`src/verilog/uart_echo_defs.svh`:
```
// register offsets, field positions, reset values and timing counts
// for the echo and wake-up serial channel; definitions only.
`ifndef UART_ECHO_DEFS_SVH
`define UART_ECHO_DEFS_SVH

// ----------------------------------------
// register byte offsets
// ----------------------------------------
`define OFS_MODE_ONE       6'h00
`define OFS_MODE_TWO       6'h04
`define OFS_CTRL           6'h08
`define OFS_STATUS         6'h0c
`define OFS_RX_DATA        6'h10
`define OFS_TX_DATA        6'h14
`define OFS_IRQ_STATUS     6'h18
`define OFS_IRQ_CLEAR      6'h1c
`define OFS_IRQ_ENABLE     6'h20

// ----------------------------------------
// field positions
// ----------------------------------------
`define MODE1_SEVEN_BIT    0
`define MODE1_WAKE_UP      1
`define MODE2_MPO_SEL      0
`define MODE2_CHMODE_LO    6
`define MODE2_CHMODE_HI    7
`define CTRL_RX_EN         0
`define CTRL_TX_EN         1
`define ST_RX_READY        0
`define ST_TX_EMPTY        1
`define ST_OVERRUN         2
`define ST_ECHO_ACTIVE     3
`define ST_QUEUE_FULL      4
`define RXD_ADDR_FLAG      8
`define IRQ_RX_CHAR        0
`define IRQ_OVERRUN        1
`define IRQ_TX_DONE        2

// ----------------------------------------
// encodings, reset values and queue depth
// ----------------------------------------
`define CHMODE_NORMAL      2'h0
`define CHMODE_ECHO        2'h1
`define MODE1_RESET        2'h0
`define MODE2_RESET        8'h00
`define CTRL_RESET         2'h0
`define IRQ_ENABLE_RESET   3'h0
`define QUEUE_DEPTH        2'h3

// ----------------------------------------
// timing
// ----------------------------------------
`define CLK_HZ             200000000
`define BAUD_HZ            31250
`define OVERSAMPLE         16
`define TICK_CYCLES        (`CLK_HZ / (`BAUD_HZ * `OVERSAMPLE))
`define HALF_BIT_TICKS     4'h7
`define LAST_TICK          4'hf

`endif

```
`src/verilog/uart_echo_pkg.sv`:
```
// types shared by the echo and wake-up serial channel
// assumes the defs header supplies all numbers
`default_nettype none

package uart_echo_pkg;

	typedef enum logic [1:0] {RX_IDLE, RX_START, RX_DATA, RX_STOP} rx_state_t;
	typedef enum logic [1:0] {TX_IDLE, TX_START, TX_DATA, TX_STOP} tx_state_t;

	// the whole state of the channel, registered in one process
	typedef struct packed {
		logic [2:0]       sync;
		logic             rx_lvl;
		logic [8:0]       div;
		logic             tick;
		rx_state_t        rx_st;
		logic [3:0]       rx_tk;
		logic [2:0]       rx_bit;
		logic [7:0]       rx_sh;
		logic [2:0][8:0]  q;
		logic [1:0]       head;
		logic [1:0]       tail;
		logic [1:0]       cnt;
		logic [1:0]       mode1;
		logic [7:0]       mode2;
		logic [1:0]       ctrl;
		tx_state_t        tx_st;
		logic [3:0]       tx_tk;
		logic [2:0]       tx_bit;
		logic [7:0]       tx_sh;
		logic [7:0]       thr;
		logic             thr_full;
		logic             tx_line;
		logic             echo_act;
		logic             echo_bit;
		logic             txd;
		logic             mpo;
		logic             overrun;
		logic [2:0]       irq_st;
		logic [2:0]       irq_en;
		logic             ack;
		logic [31:0]      rdata;
	} chan_state_t;

endpackage

`default_nettype wire

```
`src/verilog/uart_echo_wakeup.sv`:
```
// serial channel with automatic echo and wake-up address recognition,
// registers on an avalon-mm slave with one wait state per access.
// assumes rxd is asynchronous to mclk; mclk runs at 200 mhz.
//
// Behaviour
// - echo resends received stream retimed by rx clock
// - echo: rx to host works, host tx blocked
// - mode two bits 7:6 = 01 selects echo
// - leaving echo mid-frame: echo until stop sent
// - echo works without transmitter enable
// - disabled wake-up receiver still flags address characters
// - seven-bit mode: eighth bit is address flag
// - rx off, wake-up on: address char queued, sets ready
// - rx off: data chars dropped until enabled
// - receive ready selectable onto multi-purpose output
// - access spans chip select and strobe overlap
// - three queued characters plus one in shift
// - frame: start, eight data, stop, 31.25k
`include "uart_echo_defs.svh"
`default_nettype none

module uart_echo_wakeup
(
	// clock and reset
	input  wire logic        mclk,
	input  wire logic        sys_rst,
	// avalon-mm slave
	input  wire logic        avs_chipselect,
	input  wire logic [5:0]  avs_address,
	input  wire logic        avs_read,
	input  wire logic        avs_write,
	input  wire logic [3:0]  avs_byteenable,
	input  wire logic [31:0] avs_writedata,
	output logic      [31:0] avs_readdata,
	output logic             avs_waitrequest,
	// serial link
	input  wire logic        rxd,
	output logic             txd,
	// host side pins
	output logic             mpo,
	output logic             irq
);

	uart_echo_pkg::chan_state_t s_r;
	uart_echo_pkg::chan_state_t s_nxt;

	// register select, used by both the read mux and the write decode
	function automatic logic hit(input logic [5:0] a, input logic [5:0] ofs);
		hit = (a[5:2] == ofs[5:2]);
	endfunction

	logic       access;
	logic       wr_go;
	logic       rd_go;
	logic [8:0] rx_char;
	logic       rx_load;
	logic       pop;
	logic [2:0] irq_set;
	logic [2:0] irq_clr;
	logic       echo_req;

	// ------------------------------------------------------------
	// bus handshake
	// ------------------------------------------------------------
	// the access lives while chip select and a strobe overlap
	assign access          = avs_chipselect & (avs_read | avs_write);
	assign avs_waitrequest = access & ~s_r.ack;
	assign wr_go           = access & s_r.ack & avs_write & avs_byteenable[0];
	assign rd_go           = access & s_r.ack & avs_read;
	assign avs_readdata    = s_r.rdata;
	assign txd             = s_r.txd;
	assign mpo             = s_r.mpo;
	assign irq             = |(s_r.irq_st & s_r.irq_en);
	assign echo_req        = (s_r.mode2[`MODE2_CHMODE_HI:`MODE2_CHMODE_LO] == `CHMODE_ECHO);

	// ------------------------------------------------------------
	// next state
	// ------------------------------------------------------------
	always_comb
	begin
		s_nxt   = s_r;
		rx_load = 1'b0;
		rx_char = 9'h000;
		irq_set = 3'h0;
		irq_clr = 3'h0;
		pop     = 1'b0;

		// one wait state, then the answer edge
		s_nxt.ack = access & ~s_r.ack;

		// three stages; a level counts once the last two agree
		s_nxt.sync = {s_r.sync[1:0], rxd};
		if (s_r.sync[2] == s_r.sync[1])
			s_nxt.rx_lvl = s_r.sync[2];

		// 16x oversample enable
		s_nxt.tick = 1'b0;
		if (s_r.div == 9'(`TICK_CYCLES - 1))
		begin
			s_nxt.div  = 9'h000;
			s_nxt.tick = 1'b1;
		end
		else
			s_nxt.div = s_r.div + 9'h001;

		// receiver: start, eight data bits, one stop bit
		if (s_r.tick)
		begin
			s_nxt.rx_tk = s_r.rx_tk + 4'h1;
			case (s_r.rx_st)
				uart_echo_pkg::RX_IDLE:
				begin
					s_nxt.rx_tk = 4'h0;
					if (!s_r.rx_lvl)
						s_nxt.rx_st = uart_echo_pkg::RX_START;
				end
				uart_echo_pkg::RX_START:
				begin
					if (s_r.rx_tk == `HALF_BIT_TICKS)
					begin
						s_nxt.rx_tk  = 4'h0;
						s_nxt.rx_bit = 3'h0;
						// a glitch shorter than half a bit is not a start
						s_nxt.rx_st  = s_r.rx_lvl ? uart_echo_pkg::RX_IDLE
						                          : uart_echo_pkg::RX_DATA;
					end
				end
				uart_echo_pkg::RX_DATA:
				begin
					if (s_r.rx_tk == `LAST_TICK)
					begin
						s_nxt.rx_sh  = {s_r.rx_lvl, s_r.rx_sh[7:1]};  // lsb first
						s_nxt.rx_bit = s_r.rx_bit + 3'h1;
						if (s_r.rx_bit == 3'h7)
							s_nxt.rx_st = uart_echo_pkg::RX_STOP;
					end
				end
				uart_echo_pkg::RX_STOP:
				begin
					if (s_r.rx_tk == `LAST_TICK)
					begin
						s_nxt.rx_st = uart_echo_pkg::RX_IDLE;
						// a low stop bit is a framing fault: the character is dropped
						if (s_r.rx_lvl)
						begin
							if (s_r.mode1[`MODE1_SEVEN_BIT])
								rx_char = {s_r.rx_sh[7], 1'b0, s_r.rx_sh[6:0]};
							else
								rx_char = {1'b0, s_r.rx_sh};
							if (s_r.ctrl[`CTRL_RX_EN])
								rx_load = 1'b1;
							else if (s_r.mode1[`MODE1_WAKE_UP])
								rx_load = rx_char[`RXD_ADDR_FLAG];
						end
					end
				end
				default:
					s_nxt.rx_st = uart_echo_pkg::RX_IDLE;
			endcase
		end

		// queue pops on a read of the data register with data present
		if (rd_go && hit(avs_address, `OFS_RX_DATA) && (s_r.cnt != 2'h0))
		begin
			pop        = 1'b1;
			s_nxt.head = (s_r.head == 2'h2) ? 2'h0 : s_r.head + 2'h1;
		end

		// three holding slots; the shift stage is the fourth character
		if (rx_load)
		begin
			if (s_r.cnt == `QUEUE_DEPTH && !pop)
			begin
				s_nxt.overrun = 1'b1;
				irq_set[`IRQ_OVERRUN] = 1'b1;
			end
			else
			begin
				s_nxt.q[s_r.tail] = rx_char;
				s_nxt.tail = (s_r.tail == 2'h2) ? 2'h0 : s_r.tail + 2'h1;
				irq_set[`IRQ_RX_CHAR] = 1'b1;
			end
		end
		if (rx_load && !(s_r.cnt == `QUEUE_DEPTH && !pop) && !pop)
			s_nxt.cnt = s_r.cnt + 2'h1;
		else if (pop && !rx_load)
			s_nxt.cnt = s_r.cnt - 2'h1;

		// echo: retime the line on the receiver's tick; no tx enable needed
		if (s_r.tick)
			s_nxt.echo_bit = s_r.rx_lvl;
		// after leaving echo, hold it until the frame ends and a stop is out
		if (echo_req)
			s_nxt.echo_act = 1'b1;
		else if ((s_r.rx_st == uart_echo_pkg::RX_IDLE) && s_r.echo_bit)
			s_nxt.echo_act = 1'b0;

		// transmitter: eight data bits, one stop bit
		if (s_r.tick)
		begin
			s_nxt.tx_tk = s_r.tx_tk + 4'h1;
			case (s_r.tx_st)
				uart_echo_pkg::TX_IDLE:
				begin
					s_nxt.tx_tk   = 4'h0;
					s_nxt.tx_line = 1'b1;
					if (s_r.thr_full && s_r.ctrl[`CTRL_TX_EN] && !s_r.echo_act)
					begin
						s_nxt.tx_sh    = s_r.thr;
						s_nxt.thr_full = 1'b0;
						s_nxt.tx_line  = 1'b0;
						s_nxt.tx_st    = uart_echo_pkg::TX_START;
					end
				end
				uart_echo_pkg::TX_START:
				begin
					if (s_r.tx_tk == `LAST_TICK)
					begin
						s_nxt.tx_bit  = 3'h0;
						s_nxt.tx_line = s_r.tx_sh[0];
						s_nxt.tx_st   = uart_echo_pkg::TX_DATA;
					end
				end
				uart_echo_pkg::TX_DATA:
				begin
					if (s_r.tx_tk == `LAST_TICK)
					begin
						s_nxt.tx_sh  = {1'b0, s_r.tx_sh[7:1]};
						s_nxt.tx_bit = s_r.tx_bit + 3'h1;
						if (s_r.tx_bit == 3'h7)
						begin
							s_nxt.tx_line = 1'b1;
							s_nxt.tx_st   = uart_echo_pkg::TX_STOP;
						end
						else
							s_nxt.tx_line = s_r.tx_sh[1];
					end
				end
				uart_echo_pkg::TX_STOP:
				begin
					if (s_r.tx_tk == `LAST_TICK)
					begin
						s_nxt.tx_st = uart_echo_pkg::TX_IDLE;
						irq_set[`IRQ_TX_DONE] = 1'b1;
					end
				end
				default:
					s_nxt.tx_st = uart_echo_pkg::TX_IDLE;
			endcase
		end

		// line driver: echo path or the host path
		s_nxt.txd = s_r.echo_act ? s_r.echo_bit : s_r.tx_line;
		// receive ready onto the multi-purpose pin when selected
		s_nxt.mpo = s_r.mode2[`MODE2_MPO_SEL] & (s_nxt.cnt != 2'h0);

		// register writes take effect on the answer edge
		if (wr_go)
		begin
			if (hit(avs_address, `OFS_MODE_ONE))
				s_nxt.mode1 = avs_writedata[1:0];
			if (hit(avs_address, `OFS_MODE_TWO))
				s_nxt.mode2 = avs_writedata[7:0];
			if (hit(avs_address, `OFS_CTRL))
				s_nxt.ctrl = avs_writedata[1:0];
			if (hit(avs_address, `OFS_IRQ_ENABLE))
				s_nxt.irq_en = avs_writedata[2:0];
			if (hit(avs_address, `OFS_IRQ_CLEAR))
				irq_clr = avs_writedata[2:0];
			// reading status clears nothing; overrun clears with bit 1 of the clear word
			if (hit(avs_address, `OFS_IRQ_CLEAR) && avs_writedata[`IRQ_OVERRUN])
				s_nxt.overrun = s_nxt.overrun & irq_set[`IRQ_OVERRUN];
			// while echoing, host characters never reach the line
			if (hit(avs_address, `OFS_TX_DATA) && !s_r.echo_act && !s_r.thr_full)
			begin
				s_nxt.thr      = avs_writedata[7:0];
				s_nxt.thr_full = 1'b1;
			end
		end
		// a set in the clearing cycle wins
		s_nxt.irq_st = (s_r.irq_st & ~irq_clr) | irq_set;

		// read data captured in the wait cycle, shown on the answer edge
		if (access && !s_r.ack)
		begin
			s_nxt.rdata = 32'h0000_0000;
			if (hit(avs_address, `OFS_MODE_ONE))
				s_nxt.rdata[1:0] = s_r.mode1;
			else if (hit(avs_address, `OFS_MODE_TWO))
				s_nxt.rdata[7:0] = s_r.mode2;
			else if (hit(avs_address, `OFS_CTRL))
				s_nxt.rdata[1:0] = s_r.ctrl;
			else if (hit(avs_address, `OFS_STATUS))
			begin
				s_nxt.rdata[`ST_RX_READY]    = (s_r.cnt != 2'h0);
				s_nxt.rdata[`ST_TX_EMPTY]    = ~s_r.thr_full &
				                               (s_r.tx_st == uart_echo_pkg::TX_IDLE);
				s_nxt.rdata[`ST_OVERRUN]     = s_r.overrun;
				s_nxt.rdata[`ST_ECHO_ACTIVE] = s_r.echo_act;
				s_nxt.rdata[`ST_QUEUE_FULL]  = (s_r.cnt == `QUEUE_DEPTH);
			end
			else if (hit(avs_address, `OFS_RX_DATA))
				s_nxt.rdata[8:0] = s_r.q[s_r.head];
			else if (hit(avs_address, `OFS_IRQ_STATUS))
				s_nxt.rdata[2:0] = s_r.irq_st;
			else if (hit(avs_address, `OFS_IRQ_ENABLE))
				s_nxt.rdata[2:0] = s_r.irq_en;
		end
	end

	// ------------------------------------------------------------
	// state register
	// ------------------------------------------------------------
	// synchronous reset; the line idles high
	always_ff @(posedge mclk)
	begin
		if (sys_rst)
		begin
			s_r          <= '0;
			s_r.sync     <= 3'h7;
			s_r.rx_lvl   <= 1'b1;
			s_r.rx_st    <= uart_echo_pkg::RX_IDLE;
			s_r.tx_st    <= uart_echo_pkg::TX_IDLE;
			s_r.mode1    <= `MODE1_RESET;
			s_r.mode2    <= `MODE2_RESET;
			s_r.ctrl     <= `CTRL_RESET;
			s_r.irq_en   <= `IRQ_ENABLE_RESET;
			s_r.tx_line  <= 1'b1;
			s_r.echo_bit <= 1'b1;
			s_r.txd      <= 1'b1;
		end
		else
			s_r <= s_nxt;
	end

endmodule

`default_nettype wire
```
`config.mk`:
```
export PLATFORM = sky130hd
export DESIGN_NAME = uart_echo_wakeup
export DESIGN_NICKNAME = d
export VERILOG_FILES = /design/src/verilog/uart_echo_pkg.sv /design/src/verilog/uart_echo_wakeup.sv
export VERILOG_INCLUDE_DIRS = /design/src /design/src/verilog
export SDC_FILE = /design/constraint.sdc
export NUM_CORES = 1
export LEC_CHECK = 0
export ABC_AREA = 0
export BUFFER_PORTS_ARGS = -buffer_cell sky130_fd_sc_hd__buf_2
export CORE_MARGIN = 2
export CORE_UTILIZATION = 40
export CTS_CLUSTER_SIZE = 40
export DETAILED_ROUTE_END_ITERATION = 16
export PLACE_DENSITY = 0.55
export SLEW_MARGIN = 30
export SYNTH_ARGS = -nofsm -noshare
export SYNTH_HDL_FRONTEND = slang
export SYNTH_SLANG_ARGS = --single-unit
```
`constraint.sdc`:
```
create_clock -name mclk -period 3.4 [get_ports mclk]
set_input_delay 0.68 -clock mclk [delete_from_list [all_inputs] [get_ports mclk]]
set_output_delay 0.68 -clock mclk [all_outputs]
set_load 0.02 [all_outputs]
```
==> flow_summary.yaml <==
status:
  status: "complete, no violations"
global_routing:
  grt_pass1_vias: 4267
  antenna_found_initial: 0
  track_usage: 0.168
  grt_pass1_wl_um: 21000
  grt_start_max_net_pins: 52
  grt-ovfl-total: 0
yosys:
  synthAdderAreaFrac: 0.0276
  synth_warnings: 0
  synth_top_family_by_area: "simple AND/OR/NAND/NOR gates"
  synthArstFlopShare: 0
  dominantRegCellSynth: "dfxtp_1"
  ys_ff_latch: 124
  synthMuxAreaShare: 0.144
  avgSynthCellArea_um2: 9.01
  synth-edff-count: 0
  synth_xor_area_frac: 0.00743
  yosysUniqueCellTypes: 71
  synth-seq-area-share: 0.421
  synth_compound_area_frac: 0.128
  syn_inst: 654
  syn_area_mm2: 0.00589
  yosys.area_share.simple: 0.195
pwr:
  clockPowerShare: 0.518
  power_density_mw_per_mm2: 505
  ir_drop_uv: 409
  pwr-share-seq: 0.442
  power_frac_comb: 0.040
  swShare: 0.213
  total_power_w: 0.00333
  power_switching_w: 0.000709
  p_int_w: 0.00262
  p_leak_nw: 2.68
final_layout:
  antennaDiodeCount: 0
  final_cells: 859
  drive_above_1_share: 0.132
  nets: 725
  nFillCells: 1423
  multi_input_area_mm2: 0.00305
  regArea_mm2: 0.00248
  synthToLayoutAreaGrowth_pct: 12.1
timing:
  period_needed_ns: 2.44
  min_period_over_period: 0.718
  fmax_mhz: 410
  drv_slew: 0
  final.setup.worst_slack_ns: 0.960
  whs_ns: 0.409
  final.setup.tns_ns: 0
  finClkSkew_ns: 0.00733
  finalHoldViolCount: 0
  setup_viol: 0
  slew_headroom: 0.400
  rsz0062_at_grt: "false"
  tightest_slew_ns: 0.892
clock_network:
  clkLatencyLatePin_ns: 0.42
  cts_buffers: 17
  postCtsSetupRepairBufs: 0
  clk_pin_slew_worst_paths_ns: 0.05
  cts_tree: "yes"
  cts_resized: 0
  cts_sinks: 124
  cts_max_level: 4
  cts_hold_buffers: 0
  clockBufferDepth: 2
  root_buffer: "clkbuf_16"
detailed_routing:
  ant_nets: 0
  vias: 4547
  drt_first_iter_violations: 257
  vias_per_cell: 5.29
  post_drt_wl_per_cell_um: 14.9
  first_pass_iters: 4
  wl_um: 12800
  drc: 0
floorplanning:
  rows: 44
  start_util: 0.407
  coreArea_mm2: 0.0145
  dieArea_mm2: 0.0157
  dieWidth_um: 125
  io_pins: 84
  die_y_um: 125
worst_setup_path:
  path_common_cell: "buf_2"
  cp_max_fo: 20
  critPathArrivalTime_ns: 1.76
  criticalPathCategory: "in -> out"
  crit_required_ns: 2.72
  crit_chain: "buf_2 > or2_2 > and3_1 > buf_2"
  crit_slowest_cell: "and3_1"
  endpoint_kind: "primary output"
  start_kind: "input port"
  max_stage_delay_ns: 0.59
place:
  dp_hpwl_um: 8840
  dp_cells: 829
  place_ws_ns: 0.880
  port_buffers: 31
  place.gp.congestion: 0.833
hold_path:
  hold_path_class: "reg -> reg"
job:
  cap_violations: 0
-- layout make-up --
| class | instances | area share |
|---|---|---|
| multi-input cells | 468 | 0.462 |
| flip-flops and latches | 124 | 0.376 |
| clock buffers | 23 | 0.0724 |
| repair buffers | 41 | 0.0349 |
| well taps | 184 | 0.0349 |
| clock inverters | 7 | 0.0136 |
| inverters | 12 | 0.00682 |
-- cells in the final DEF, fill, tap and decap left out, drive strengths merged, types with 4 or more instances in the layout --
cell,n
a211oi,9
nor2b,5
buf,41
nand3b,9
conb,23
o2bb2ai,5
a32oi,4
dfxtp,124
nand2b,7
or3,6
a31oi,5
nand4,8
ha,13
a21oi,37
nand2,72
mux2i,80
nor3,11
nor2,66
nand3,15
or2,6
inv,12
clkbuf,23
nand4b,6
o21ai,22
-- path summary, 6_finish.rpt --
check             startpoint               to  slack, ns  cells past startpoint
setup / recovery    avs_read  avs_waitrequest       0.96                      4
hold / removal    s_nxt[145]       s_nxt[146]       0.41                      1
setup reg to reg     s_r[88]  avs_readdata[1]       1.20                      4
hold reg to reg   s_nxt[145]       s_nxt[146]       0.41                      1
-- synth_stat cells, types with 6 or more instances --
cell type    n  area (um^2)
a211oi_1     9         67.6
a21oi_1     37          185
buf_2        6         30.0
buf_4       32          240
clkbuf_1    30          113
dfxtp_1    124         2480
ha_1        13          163
inv_1       11         41.3
mux2i_1     80          801
nand2_1     72          270
nand2b_1     7         43.8
nand3_1     14         70.1
nand3b_1     9         67.6
nand4_1      8         50.1
nand4b_1     6         52.6
nor2_1      66          248
nor3_1      10         50.1
o21ai_0     21          105
or2_2        6         37.5
-- critical path, delay by kind of cell --
kind	cells	cell delay (ns)
simple gates	2	0.70
buf+inv	2	0.38
-- sequential cells by signal, summed over array words and instances, names as in the netlist, named ones only --
register and count:
txd 1, s_r 110, s_nxt 2, avs_readdata 9
mpo 1
-- layer usage --
layer  wire length (um)  global-route usage
met4                236              0.0647
met1               6060               0.216
met3                607              0.0488
met5                  0                   0
met2               5890               0.266
-- metrics by stage --
step,util,area [um^2]
after floorplan,-,5980
after global placement,0.417,6040
after detailed placement,0.417,6040
after CTS,0.456,6610
after global routing,0.456,6610
final,0.456,6610
-- power by group through the flow --
stage | combinational, W | clock, W | sequential, W
after global routing | 0.000144 | 0.00184 | 0.00147
after CTS | 0.000134 | 0.00177 | 0.00147
after floorplan | 0.000123 | 0 | 0.00150
after global placement | 0.000132 | 0 | 0.00150
after detailed placement | 0.000133 | 0 | 0.00150
final | 0.000133 | 0.00173 | 0.00147
-- kinds of logic (layout without fill, tap and decap cells) --
group / after synthesis / after routing
AOI/OAI and AO/OA: 114 / 114
xor gates and xnor gates: 5 / 5
DFF: 124 / 124
adders and majority gates: 13 / 13
muxes: 83 / 83
other: 1 / 23
buffers and inverters: 84 / 83
and+or+nand+nor: 230 / 230
Power figures use the tool's default switching activity.
